$ cat src/hdl/link_cap_ctrl_regs.svh
// Register offsets, field positions and reset values of the per-port link capability and control bank.
// Assumes inclusion by bare name from the design file.
`ifndef LINK_CAP_CTRL_REGS_SVH
`define LINK_CAP_CTRL_REGS_SVH

`define LCC_OFF_CAP        12'h0CC
`define LCC_OFF_CTRL       12'h0D0
`define LCC_OFF_OVR_DATA   12'h0E0
`define LCC_OFF_OVR_CTRL   12'h0E4

`define LCC_CTL_ASPM_LSB   0
`define LCC_CTL_DIS        4
`define LCC_CTL_RETRAIN    5
`define LCC_CTL_CCLK       6
`define LCC_CTL_EXT_SYNC   7
`define LCC_CTL_HAWD       9
`define LCC_CTL_BW_MGMT_IE 10
`define LCC_CTL_BW_AUTO_IE 11
`define LCC_OVR_APPLY      0

`define LCC_RST_SPEED      4'h2
`define LCC_RST_WIDTH      6'h01
`define LCC_RST_ASPM_SUP   2'h0
`define LCC_RST_L0S_LAT    3'h3
`define LCC_RST_L1_LAT     3'h0

`define LCC_FTS_EXT        13'h1000
`define LCC_FTS_NORM       13'h0080
`define LCC_TS1_EXT        13'h0400
`define LCC_TS1_NORM       13'h0010

`endif

$ cat src/hdl/link_cap_ctrl_pkg.sv
// Types shared by the link capability and control bank.
// Assumes the register header is on the include path.
package link_cap_ctrl_pkg;

	typedef struct packed {
		logic [7:0] port_num;
		logic [2:0] l1_lat;
		logic [2:0] l0s_lat;
		logic [1:0] aspm_sup;
		logic [3:0] speed;
	} cap_over_t;

	typedef struct packed {
		logic       l0s_en;
		logic       l1_en;
		logic       l0s_rx_en;
		logic       disable_link;
		logic       retrain;
		logic       common_clk;
		logic       hw_width_dis;
		logic       bw_mgmt_ie;
		logic       bw_auto_ie;
		logic [12:0] fts_count;
		logic [12:0] ts1_count;
	} link_ctl_t;

	typedef enum logic [1:0] {
		ST_IDLE = 2'b00,
		ST_DATA = 2'b01
	} bus_state_t;

endpackage

$ cat src/hdl/link_cap_ctrl.sv
// Per-port link capability and link control registers, reached over AHB-Lite.
// Assumes one core clock, a synchronous fundamental reset and a physical layer that consumes the controls.
//
// Overview of operation
// - Maximum speed field, read-only, bits 3:0, resets to 5 Gb/s code.
// - Maximum width field, read-only, bits 9:4, resets to one lane.
// - Power-management support field, read-only, bits 11:10, resets to zero.
// - L0s exit latency field, read-only, 256ns to under 512ns.
// - L1 exit latency field, read-only, under 1us.
// - Link-active reporting bit zero upstream, one on hot-plug downstream ports.
// - Bandwidth notification bit zero upstream, one downstream.
// - Port number in top byte, resets to the port's own index.
// - Speed, power, latency and port defaults replaceable by management or loader.
// - Power control: 0 off, 1 L0s, 2 L1, 3 both.
// - Receiver may always enter L0s regardless of power control.
// - Link disable hardwired zero upstream, disables downstream link.
// - Retrain pulse on downstream write of one; always reads zero.
// - Common-clock bit writable, resets to zero.
// - Extended sync selects 4096 FTS and 1024 TS1 ordered sets.
// - Read completion boundary bit reads zero.
// - Bandwidth interrupt enables read-only upstream, writable downstream.
// - Hardware autonomous width disable bit writable, resets to zero.
//
// The AHB-Lite slave port is this design's own decision.
`timescale 1ns/1ns
`default_nettype none
`include "link_cap_ctrl_regs.svh"

module link_cap_ctrl #(
	parameter logic [7:0] PORT_INDEX  = 8'h00,
	parameter bit         UPSTREAM    = 1'b1,
	parameter bit         HOT_PLUG    = 1'b0
) (
	input  wire logic                        clk_sys,      // Core clock
	input  wire logic                        resetn,       // Synchronous reset, active low
	input  wire logic                        hsel,         // Slave select
	input  wire logic [11:0]                 haddr,        // Byte address
	input  wire logic [1:0]                  htrans,       // Transfer type
	input  wire logic                        hwrite,       // Write when high
	input  wire logic [2:0]                  hsize,        // Transfer size
	input  wire logic                        hready,       // Bus ready
	input  wire logic [31:0]                 hwdata,       // Write data
	output logic [31:0]                      hrdata,       // Read data
	output logic                             hreadyout,    // Slave ready
	output logic                             hresp,        // Always OKAY
	input  wire logic                        ovr_valid,    // Loader override strobe
	input  wire link_cap_ctrl_pkg::cap_over_t ovr_data,    // Loader override values
	output link_cap_ctrl_pkg::link_ctl_t     link_ctl      // Controls to the physical layer
);
	import link_cap_ctrl_pkg::*;

	logic [3:0]  speed;
	logic [1:0]  aspm_sup;
	logic [2:0]  l0s_lat;
	logic [2:0]  l1_lat;
	logic [7:0]  port_num;
	logic [1:0]  aspm_ctl;
	logic        dis_link;
	logic        common_clk;
	logic        ext_sync;
	logic        hw_width_dis;
	logic        bw_mgmt_ie;
	logic        bw_auto_ie;
	logic        retrain_pulse;
	cap_over_t   ovr_hold;
	bus_state_t  state;
	logic        wr_pend;
	logic [11:0] addr_q;
	logic [31:0] cap_word;
	logic [31:0] ctrl_word;
	logic [31:0] next_rdata;
	logic        take;
	logic        data_phase;
	logic        wr_ctrl;
	logic        wr_ovr_data;
	logic        wr_ovr_apply;
	logic        ovr_apply;
	cap_over_t   ovr_src;
	bus_state_t  next_state;
	link_ctl_t   next_link_ctl;

	assign take      = hsel && hready && htrans[1];
	assign hreadyout = 1'b1;
	assign hresp     = 1'b0;

	// Writes act only in the data phase that follows their own accepted address phase.
	assign data_phase   = (state == ST_DATA);
	assign wr_ctrl      = data_phase && wr_pend && hit(addr_q, `LCC_OFF_CTRL);
	assign wr_ovr_data  = data_phase && wr_pend && hit(addr_q, `LCC_OFF_OVR_DATA);
	assign wr_ovr_apply = data_phase && wr_pend && hit(addr_q, `LCC_OFF_OVR_CTRL) && hwdata[`LCC_OVR_APPLY];
	assign ovr_apply    = ovr_valid || wr_ovr_apply;
	// The loader strobe outranks a management apply that lands in the same cycle.
	assign ovr_src      = ovr_valid ? ovr_data : ovr_hold;

	function automatic logic hit(input logic [11:0] a, input logic [11:0] off);
		hit = (a[11:2] == off[11:2]);
	endfunction

	// Power-state control decode, one function for each of the two entry enables.
	function automatic logic aspm_allows_l0s(input logic [1:0] code);
		case (code)
			2'h1, 2'h3: aspm_allows_l0s = 1'b1;
			default:    aspm_allows_l0s = 1'b0;
		endcase
	endfunction

	function automatic logic aspm_allows_l1(input logic [1:0] code);
		case (code)
			2'h2, 2'h3: aspm_allows_l1 = 1'b1;
			default:    aspm_allows_l1 = 1'b0;
		endcase
	endfunction

	// Port-role bits of the capability word depend only on how the instance is strapped.
	function automatic logic [1:0] role_bits(input bit up, input bit hot);
		role_bits[0] = !up && hot;
		role_bits[1] = !up;
	endfunction

	// Register selector for the read mux; the write decode calls hit on the control and override offsets.
	function automatic logic [1:0] reg_sel(input logic [11:0] a);
		if (hit(a, `LCC_OFF_CAP))
			reg_sel = 2'h1;
		else if (hit(a, `LCC_OFF_CTRL))
			reg_sel = 2'h2;
		else if (hit(a, `LCC_OFF_OVR_DATA))
			reg_sel = 2'h3;
		else
			reg_sel = 2'h0;
	endfunction

	// Address phase capture; one-cycle data phase with zero wait states.
	// A new address phase may overlap the data phase of the transfer before it.
	always_comb begin
		case (state)
			ST_IDLE: begin
				next_state = take ? ST_DATA : ST_IDLE;
			end
			ST_DATA: begin
				next_state = take ? ST_DATA : ST_IDLE;
			end
			default: begin
				next_state = ST_IDLE;
			end
		endcase
	end

	always_ff @(posedge clk_sys) begin
		if (!resetn) begin
			state <= ST_IDLE;
		end else begin
			state <= next_state;
		end
	end

	// Remembers that the data phase now running belongs to a write.
	always_ff @(posedge clk_sys) begin
		if (!resetn) begin
			wr_pend <= 1'b0;
		end else begin
			wr_pend <= take && hwrite;
		end
	end

	// The address is held only when a transfer is taken, so idle cycles cannot move a write's target.
	always_ff @(posedge clk_sys) begin
		if (!resetn) begin
			addr_q <= 12'h000;
		end else if (take) begin
			addr_q <= haddr;
		end
	end

	// Capability fields take defaults at reset and replacement values afterwards.
	always_ff @(posedge clk_sys) begin
		if (!resetn) begin
			speed <= `LCC_RST_SPEED;
		end else if (ovr_apply) begin
			speed <= ovr_src.speed;
		end
	end

	// Advertised power-state support.
	always_ff @(posedge clk_sys) begin
		if (!resetn) begin
			aspm_sup <= `LCC_RST_ASPM_SUP;
		end else if (ovr_apply) begin
			aspm_sup <= ovr_src.aspm_sup;
		end
	end

	// Advertised L0s exit latency.
	always_ff @(posedge clk_sys) begin
		if (!resetn) begin
			l0s_lat <= `LCC_RST_L0S_LAT;
		end else if (ovr_apply) begin
			l0s_lat <= ovr_src.l0s_lat;
		end
	end

	// Advertised L1 exit latency.
	always_ff @(posedge clk_sys) begin
		if (!resetn) begin
			l1_lat <= `LCC_RST_L1_LAT;
		end else if (ovr_apply) begin
			l1_lat <= ovr_src.l1_lat;
		end
	end

	// Port number defaults to this instance's own index.
	always_ff @(posedge clk_sys) begin
		if (!resetn) begin
			port_num <= PORT_INDEX;
		end else if (ovr_apply) begin
			port_num <= ovr_src.port_num;
		end
	end

	// Management staging word, applied by a write of one to the override control register.
	always_ff @(posedge clk_sys) begin
		if (!resetn)
			ovr_hold <= '0;
		else if (wr_ovr_data)
			ovr_hold <= hwdata[19:0];
	end

	// Link control writes; fields that an upstream port must not drive stay zero there.
	always_ff @(posedge clk_sys) begin
		if (!resetn) begin
			aspm_ctl <= 2'h0;
		end else if (wr_ctrl) begin
			aspm_ctl <= hwdata[`LCC_CTL_ASPM_LSB +: 2];
		end
	end

	// An upstream port must never be able to drop its own link.
	always_ff @(posedge clk_sys) begin
		if (!resetn) begin
			dis_link <= 1'b0;
		end else if (wr_ctrl) begin
			dis_link <= UPSTREAM ? 1'b0 : hwdata[`LCC_CTL_DIS];
		end
	end

	// Reference clock arrangement of the two link ends.
	always_ff @(posedge clk_sys) begin
		if (!resetn) begin
			common_clk <= 1'b0;
		end else if (wr_ctrl) begin
			common_clk <= hwdata[`LCC_CTL_CCLK];
		end
	end

	// Selects the long ordered-set counts for leaving low-power states.
	always_ff @(posedge clk_sys) begin
		if (!resetn) begin
			ext_sync <= 1'b0;
		end else if (wr_ctrl) begin
			ext_sync <= hwdata[`LCC_CTL_EXT_SYNC];
		end
	end

	// Stops the physical layer from narrowing the link on its own.
	always_ff @(posedge clk_sys) begin
		if (!resetn) begin
			hw_width_dis <= 1'b0;
		end else if (wr_ctrl) begin
			hw_width_dis <= hwdata[`LCC_CTL_HAWD];
		end
	end

	// Bandwidth interrupt enables are read-only zero on the upstream port.
	always_ff @(posedge clk_sys) begin
		if (!resetn) begin
			bw_mgmt_ie <= 1'b0;
		end else if (wr_ctrl) begin
			bw_mgmt_ie <= UPSTREAM ? 1'b0 : hwdata[`LCC_CTL_BW_MGMT_IE];
		end
	end

	// Autonomous bandwidth change interrupt enable.
	always_ff @(posedge clk_sys) begin
		if (!resetn) begin
			bw_auto_ie <= 1'b0;
		end else if (wr_ctrl) begin
			bw_auto_ie <= UPSTREAM ? 1'b0 : hwdata[`LCC_CTL_BW_AUTO_IE];
		end
	end

	// Retrain is a one-cycle pulse and is never stored as a readable bit.
	always_ff @(posedge clk_sys) begin
		if (!resetn)
			retrain_pulse <= 1'b0;
		else
			retrain_pulse <= !UPSTREAM && wr_ctrl && hwdata[`LCC_CTL_RETRAIN];
	end

	// Capability word: stored fields plus the strapped role bits.
	always_comb begin
		cap_word        = 32'h0000_0000;
		cap_word[3:0]   = speed;
		cap_word[9:4]   = `LCC_RST_WIDTH;
		cap_word[11:10] = aspm_sup;
		cap_word[14:12] = l0s_lat;
		cap_word[17:15] = l1_lat;
		cap_word[21:20] = role_bits(UPSTREAM, HOT_PLUG);
		cap_word[31:24] = port_num;
	end

	// Control word as software reads it; retrain and completion boundary always read zero.
	always_comb begin
		ctrl_word       = 32'h0000_0000;
		ctrl_word[1:0]  = aspm_ctl;
		ctrl_word[3]    = 1'b0;
		ctrl_word[4]    = dis_link;
		ctrl_word[5]    = 1'b0;
		ctrl_word[6]    = common_clk;
		ctrl_word[7]    = ext_sync;
		ctrl_word[9]    = hw_width_dis;
		ctrl_word[10]   = bw_mgmt_ie;
		ctrl_word[11]   = bw_auto_ie;
	end

	// Read mux on the address-phase address; unmapped offsets read zero.
	always_comb begin
		case (reg_sel(haddr))
			2'h1: begin
				next_rdata = cap_word;
			end
			2'h2: begin
				next_rdata = ctrl_word;
			end
			2'h3: begin
				next_rdata = {12'h000, ovr_hold};
			end
			default: begin
				next_rdata = 32'h0000_0000;
			end
		endcase
	end

	// Read data registered from the address phase so it stands in the data phase.
	always_ff @(posedge clk_sys) begin
		if (!resetn)
			hrdata <= 32'h0000_0000;
		else if (take && !hwrite)
			hrdata <= next_rdata;
	end

	// Controls towards the physical layer, registered so they change only on a clock edge.
	always_comb begin
		next_link_ctl              = '0;
		next_link_ctl.l0s_en       = aspm_allows_l0s(aspm_ctl);
		next_link_ctl.l1_en        = aspm_allows_l1(aspm_ctl);
		next_link_ctl.l0s_rx_en    = 1'b1;
		next_link_ctl.disable_link = dis_link;
		next_link_ctl.retrain      = retrain_pulse;
		next_link_ctl.common_clk   = common_clk;
		next_link_ctl.hw_width_dis = hw_width_dis;
		next_link_ctl.bw_mgmt_ie   = bw_mgmt_ie;
		next_link_ctl.bw_auto_ie   = bw_auto_ie;
		next_link_ctl.fts_count    = ext_sync ? `LCC_FTS_EXT : `LCC_FTS_NORM;
		next_link_ctl.ts1_count    = ext_sync ? `LCC_TS1_EXT : `LCC_TS1_NORM;
	end

	always_ff @(posedge clk_sys) begin
		if (!resetn) begin
			link_ctl <= '0;
		end else begin
			link_ctl <= next_link_ctl;
		end
	end

endmodule
`default_nettype wire

$ cat config.mk
export PLATFORM = sky130hd
export DESIGN_NAME = link_cap_ctrl
export DESIGN_NICKNAME = d
export VERILOG_FILES = /design/src/hdl/link_cap_ctrl_pkg.sv /design/src/hdl/link_cap_ctrl.sv
export VERILOG_INCLUDE_DIRS = /design/src /design/src/hdl
export SDC_FILE = /design/constraint.sdc
export NUM_CORES = 1
export LEC_CHECK = 0
export BUFFER_PORTS_ARGS = -buffer_cell sky130_fd_sc_hd__buf_2
export CORE_ASPECT_RATIO = 0.5
export CORE_UTILIZATION = 45
export CTS_BUF_LIST = sky130_fd_sc_hd__clkbuf_4 sky130_fd_sc_hd__clkbuf_8
export CTS_CLUSTER_DIAMETER = 150
export DETAILED_ROUTE_END_ITERATION = 12
export GPL_TIMING_DRIVEN = 0
export PLACE_DENSITY = 0.7
export SLEW_MARGIN = 20
export SYNTH_ARGS = -nofsm -noshare
export SYNTH_HDL_FRONTEND = slang
export SYNTH_SLANG_ARGS = --single-unit
$ cat constraint.sdc
create_clock -name clk_sys -period 2.6 [get_ports clk_sys]
set_clock_uncertainty 0.1 [all_clocks]
set_input_delay 0.13 -clock clk_sys [delete_from_list [all_inputs] [get_ports clk_sys]]
set_output_delay 0.13 -clock clk_sys [all_outputs]
set_load 0.01 [all_outputs]
==> results.py, run 1 <==
metrics = {
    "detailed_routing": {
        "vias": 3444,
        "viasPerCell": 5.00,
        "wl_per_cell_um": 14.8,
        "wl_met3_um": 635,
        "drc": 0,
        "drtIter0Drc": 296,
        "met2WireLength_mm": 4.65,
        "drt_pass1_iterations": 5,
        "detail-route-antenna-nets": 0,
        "routed.top_layer": "met4",
        "met1Wirelength_mm": 4.79,
        "wirelength_mm": 10.2,
    },
    "logic_synthesis": {
        "synthTopCellsByArea": "dfxtp_1 (47%), buf_4 (6.5%), mux2i_1 (6.3%)",
        "syn_inst": 395,
        "dominantRegCellSynth": "dfxtp_1",
        "ys_types": 45,
        "netlist.top_cell.by_area": "dfxtp_1",
        "synthAdderAreaFrac_pct": 0,
        "synth-xor-area-share_pct": 0.222,
        "synth_top_family_by_area": "simple AND/OR/NAND/NOR gates",
        "synth_edf_count": 0,
        "ys_seq_elements": 92,
        "ys_seq_area_share_pct": 46.7,
        "async_reset_ff_share_pct": 0,
        "synth.top_cell.area_share_pct": 46.7,
        "synth-compound-area-share_pct": 14.9,
        "synth_commonest_cells": "dfxtp_1 (92), nand2_1 (38), buf_4 (34), nor2b_1 (34), mux2i_1 (25)",
        "netlist_area_sq_um": 3950,
        "syn_avg_cell_area_sq_um": 9.99,
        "synthMuxAreaShare_pct": 6.34,
        "synth-simple-area-share_pct": 22.6,
        "yosys.cell_count.top_type": "dfxtp_1",
        "yosysWarnings": 0,
    },
    "die": {
        "die_area_sq_um": 9170,
        "die_h_um": 68.2,
        "core_sq_um": 8260,
        "start_util_pct": 47.8,
        "io-pin-count": 144,
        "die_x_um": 134,
        "std_cell_rows": 23,
    },
    "sta": {
        "worstMarginPinSlew_ns": 0.961,
        "setup_viol": 0,
        "max_freq_mhz": 422,
        "final-hold-violation-count": 0,
        "min_period_over_period_pct": 91.1,
        "fin_tns_setup_ns": 0,
        "finalMaxSlewViolations": 0,
        "min_period_ns": 2.37,
        "holdWs_ns": 0.0109,
        "max_slew_margin_pct": 35.4,
        "rsz0062_at_grt": "no",
    },
    "clocking": {
        "cts.path.max_buffers": 2,
        "htree_levels": 3,
        "cts.clk_slew.worst_paths_ns": 0.08,
        "post_cts_buffers": 0,
        "cts_tree": "built",
        "cts_sinks": 92,
        "clockRootBuffer": "clkbuf_8",
        "numCtsBuffers": 9,
        "clk_latency_ns": 0.36,
    },
    "place": {
        "port_buffers": 93,
        "place_inst": 630,
        "gp_congestion": 0.840,
        "hpwl_mm": 7.02,
    },
    "global_routing": {
        "grt_antenna_before_repair": 0,
        "grt_use_total_pct": 22.5,
        "grt_pass1_vias": 3044,
        "grt_overflow_total": 0,
        "grt_pass1_wl_mm": 15.3,
        "grt_max_degree": 15,
    },
    "cells_and_area": {
        "layout.nets": 647,
        "drive_gt1_share_pct": 27.6,
        "instances_no_fill": 689,
        "syn_to_final_growth_pct": 34.0,
        "antenna_cells": 0,
        "multi_input_area_sq_um": 1860,
        "final-seq-area_sq_um": 1840,
        "fill_cells": 709,
    },
    "setup_path": {
        "worstPathArrival_ns": 2.57,
        "crit_fanout": 9,
        "crit_path_start_kind": "primary input",
        "crit_type": "in -> reg",
        "required_ns": 2.80,
        "endpoint_kind": "flop",
    },
    "job": {
        "maxCapViolations": 0,
    },
    "power_and_ir_drop": {
        "pwr_density_cell_nw_per_um2": 510,
        "vdd_drop_max_mv": 0.249,
        "power_leakage_nw": 2.24,
    },
    "worst_hold_path": {
        "hold_path_class": "in -> reg",
    },
    "status": {
        "status": "completed",
    },
}
==> layer usage <==
metal,global-route usage [%],up-vias
met3,5.26,11
met4,8.29,0
li1,-,1697
met5,0,-
met1,28.7,1616
met2,38.1,120
==> flip-flops by register name, indices dropped and copies added (netlist names) <==
register	flops
common_clk	1
ext_sync	1
ovr_hold	20
hrdata	28
addr_q	10
l1_lat	3
link_ctl	7
hw_width_dis	1
aspm_sup	2
speed	4
l0s_lat	3
port_num	8
wr_pend	1
state	1
aspm_ctl	2
==> kinds of logic after synthesis <==
| kind of cell | after synthesis |
|---|---|
| DFF | 92 |
| buffers and inverters | 57 |
| other | 2 |
| AOI/OAI and AO/OA | 76 |
| and+or+nand+nor | 142 |
| xor gates and xnor gates | 1 |
| muxes | 25 |
==> report_power, final <==
part | internal, mW | switching (mW) | leakage (nW)
Clock | 0.461 | 0.491 | 0.0999
Sequential | 1.43 | 0.0146 | 0.747
Combinational | 0.159 | 0.132 | 1.39
Total | 2.06 | 0.638 | 2.24
==> final timing paths <==
check / start / slack, ns / to / depth (start not counted)
setup reg to reg: addr_q[8] / 0.47 / aspm_sup[1] / 5
hold / removal: ovr_data[14] / 0.01 / port_num[2] / 3
hold reg to reg: hrdata[10] / 0.35 / hrdata[10] / 2
setup / recovery: hwrite / 0.23 / hrdata[27] / 6
==> stage by stage <==
stage / power, mW / utilization (%) / cell area (sq um) / setup slack [ns]
final: 2.69 / 64.0 / 5290 / 0.232
after global routing: 2.78 / 64.0 / 5290 / 0.0442
after CTS: 2.70 / 64.0 / 5290 / 0.261
after detailed placement: 1.72 / 56.5 / 4660 / 0.439
after global placement: 1.72 / 56.5 / 4660 / 0.449
after floorplan: 1.63 / - / 4060 / 0.720
==> area by class of cell <==
class / instances / share of cell area (%)
plain buffers: 56 / 6.72
repair buffers: 136 / 17.0
multi-input cells: 276 / 35.1
inverters: 1 / 0.0710
clock buffers: 11 / 2.63
well taps: 112 / 2.65
clock inverters: 5 / 0.994
flip-flops and latches: 92 / 34.8
==> timing repair <==
action                                 4_1_cts  5_1_grt
endpoints found under the hold margin       48        0
gates resized for setup                      0        0
hold buffers                                43        0
==> cell usage in the layout (no fill, tap or decap), types with 2 or more instances in the layout <==
cell type | Yosys | final
clkinv_2 | 0 | 3
dfxtp_1 | 92 | 92
nand3_1 | 6 | 6
a221o_1 | 17 | 17
a21boi_0 | 14 | 14
conb_1 | 2 | 32
a311oi_1 | 3 | 3
nor2_1 | 9 | 9
clkbuf_4 | 0 | 2
nor2b_1 | 34 | 34
a221oi_1 | 4 | 4
nand2_1 | 38 | 38
buf_4 | 34 | 34
nand2b_1 | 2 | 2
nor3_1 | 2 | 2
nand4b_1 | 2 | 2
nor4b_1 | 3 | 3
a22oi_1 | 19 | 19
dlygate4sd3_1 | 0 | 43
buf_2 | 2 | 95
or3_4 | 2 | 2
and2_1 | 7 | 7
o21ai_0 | 15 | 15
clkbuf_1 | 18 | 18
nor4_4 | 2 | 2
mux2i_1 | 25 | 25
and3_1 | 19 | 19
clkbuf_8 | 0 | 9
buf_6 | 2 | 2
and3b_1 | 3 | 3
==> critical path: stages <==
cell	delay, ns
dlygate4sd3_1	0.53
buf_2	0.13
nand4b_1	0.49
nor4_2	0.99
a22oi_1	0.15
nor2b_1	0.15
No activity file was read; power rests on OpenSTA's default activity.
==> run 2: changes to the inputs <==
- CORE_MARGIN: default -> 4
==> run 2 against run 1 <==
Total power is 0.95% higher; critical path depth unchanged; maximum frequency decreased by 0.20%; sequential power about the same; setup slack worse by 0.0047 ns; non-clock buffer count grew 4; sequential share of layout area is 0.31 points lower; critical path type unchanged; largest cell class unchanged; highest routed layer unchanged.
==> results.py, run 2 (synthesis results as in run 1) <==
metrics = {
    "setup_path": {
        "worstPathArrival_ns": 2.58,
        "required_ns": 2.81,
        "crit_type": "in -> reg",
        "r2r_setup_slack_ns": 0.49,
        "worst_r2r_path_depth": 5,
        "rr_startpoint": "addr_q[8]",
        "crit_fanout": 9,
        "worstSetupPathDepth": 6,
        "r2r-end": "l0s_lat[2]",
        "crit_buf_inv": 2,
        "crit_path_start_kind": "primary input",
        "critical-path-top-delay-family": "simple AND/OR/NAND/NOR gates",
        "slowest_stage": "nor4_2",
        "endpoint_kind": "flop",
        "max_stage_delay_ns": 0.96,
        "crit_chain": "dlygate4sd3_1 > buf_2 > nand4b_1 > nor4_2 > a22oi_1 > nor2b_1",
    },
    "clocking": {
        "clk_latency_ns": 0.37,
        "post_cts_buffers": 0,
        "numCtsBuffers": 9,
        "clockRootBuffer": "clkbuf_8",
        "htree_levels": 3,
        "cts.clk_slew.worst_paths_ns": 0.09,
        "cts_sinks": 92,
        "cts.path.max_buffers": 2,
        "cts_tree": "built",
    },
    "detailed_routing": {
        "vias": 3420,
        "wirelength_mm": 10.6,
        "drt_pass1_iterations": 4,
        "viasPerCell": 4.94,
        "drc": 0,
        "wl_per_cell_um": 15.3,
        "drtIter0Drc": 231,
        "detail-route-antenna-nets": 0,
    },
    "sta": {
        "min_period_ns": 2.37,
        "rsz0062_at_grt": "no",
        "finalMaxSlewViolations": 0,
        "min_period_over_period_pct": 91.3,
        "max_freq_mhz": 421,
        "worstMarginPinSlew_ns": 0.913,
        "max_slew_margin_pct": 38.6,
        "final-hold-violation-count": 0,
        "setup_viol": 0,
        "fin_tns_setup_ns": 0,
    },
    "power_and_ir_drop": {
        "finalPower_mw": 2.72,
        "pwr_density_cell_nw_per_um2": 510,
        "power_leakage_nw": 2.26,
        "vdd_drop_max_mv": 0.251,
    },
    "status": {
        "status": "completed",
    },
    "cells_and_area": {
        "largest_reg_flops": 28,
        "final_cell_mix": "buf_2 (95), dfxtp_1 (92), dlygate4sd3_1 (47)",
        "reg_top3": "hrdata: 28 flops, ovr_hold: 20 flops, addr_q: 10 flops",
        "final_common_cell": "buf_2",
        "antenna_cells": 0,
        "regMostFlops": "hrdata",
        "drive_gt1_share_pct": 27.4,
        "layout.nets": 651,
        "syn_to_final_growth_pct": 35.2,
    },
    "global_routing": {
        "grt_max_degree": 16,
        "grt_antenna_before_repair": 0,
        "grt_overflow_total": 0,
        "grt_pass1_wl_mm": 17.1,
        "grt_use_total_pct": 21.0,
        "grt_pass1_vias": 3328,
    },
    "job": {
        "maxCapViolations": 0,
    },
    "place": {
        "port_buffers": 93,
        "gp_congestion": 0.802,
        "hpwl_mm": 7.49,
    },
    "die": {
        "die_area_sq_um": 10400,
        "io-pin-count": 144,
        "die_h_um": 74.2,
        "die_x_um": 140,
        "core_sq_um": 8260,
        "start_util_pct": 47.8,
        "std_cell_rows": 23,
    },
    "worst_hold_path": {
        "whs_path_depth": 3,
        "hold_path_end": "speed[2]",
        "hold_path_class": "in -> reg",
        "min_from": "ovr_data[2]",
    },
}
## run 2: worst max-delay path by stage
stage	slack, ns	startpoint	end
after floorplan	0.72	addr_q[11]	aspm_sup[0]
after global placement	0.45	hwrite	hrdata[25]
after detailed placement	0.41	hwrite	hrdata[29]
after CTS	0.26	hwrite	hrdata[29]
after global routing	0.13	hwrite	hrdata[30]
final	0.23	hwrite	hrdata[31]
## run 2: tightest hold or removal path, cell delays in order
cell and delay (ns):
buf_2 0.07, and3_1 0.15, a221o_1 0.11
## run 2: stage by stage
stage,worst slack [ns],hold slack (ns),cells,utilization (%),area (sq um)
floorplan,0.720,0.0577,425,-,4060
global placement,0.450,0.240,630,56.5,4660
detailed placement,0.408,0.236,630,56.5,4660
CTS,0.263,0.00398,693,64.6,5330
global route,0.131,0.0158,693,64.6,5330
finish,0.227,0.0160,693,64.6,5330
## run 2: area by class of cell
type                       instances  area (sq um)
fill                             718          2930
clock inverter                     6          61.3
tap                              112           140
timing repair buffer             140           936
inverter                           1          3.75
buffer                            56           355
clock buffer                      10           138
multi-input combinational        276          1860
sequential                        92          1840
## run 2: per-layer routing
metal	vias to the layer above	track usage [%]	wire length (um)
li1	1710	-	-
met1	1581	27.8	4880
met2	114	33.7	4720
met3	15	6.10	875
met4	0	6.98	131
met5	-	0	0
## run 2: repair_timing
| item | CTS | global route |
|---|---|---|
| endpoints found under the hold margin | 52 | 0 |
| resized for setup | 0 | 0 |
| hold buffers | 47 | 0 |
## run 2: power by group
part	total, mW	internal (mW)	switching (mW)	leakage, nW
registers	1.45	1.43	0.0149	0.747
logic	0.295	0.163	0.132	1.41
clock network	0.974	0.469	0.505	0.102
total	2.72	2.07	0.652	2.26
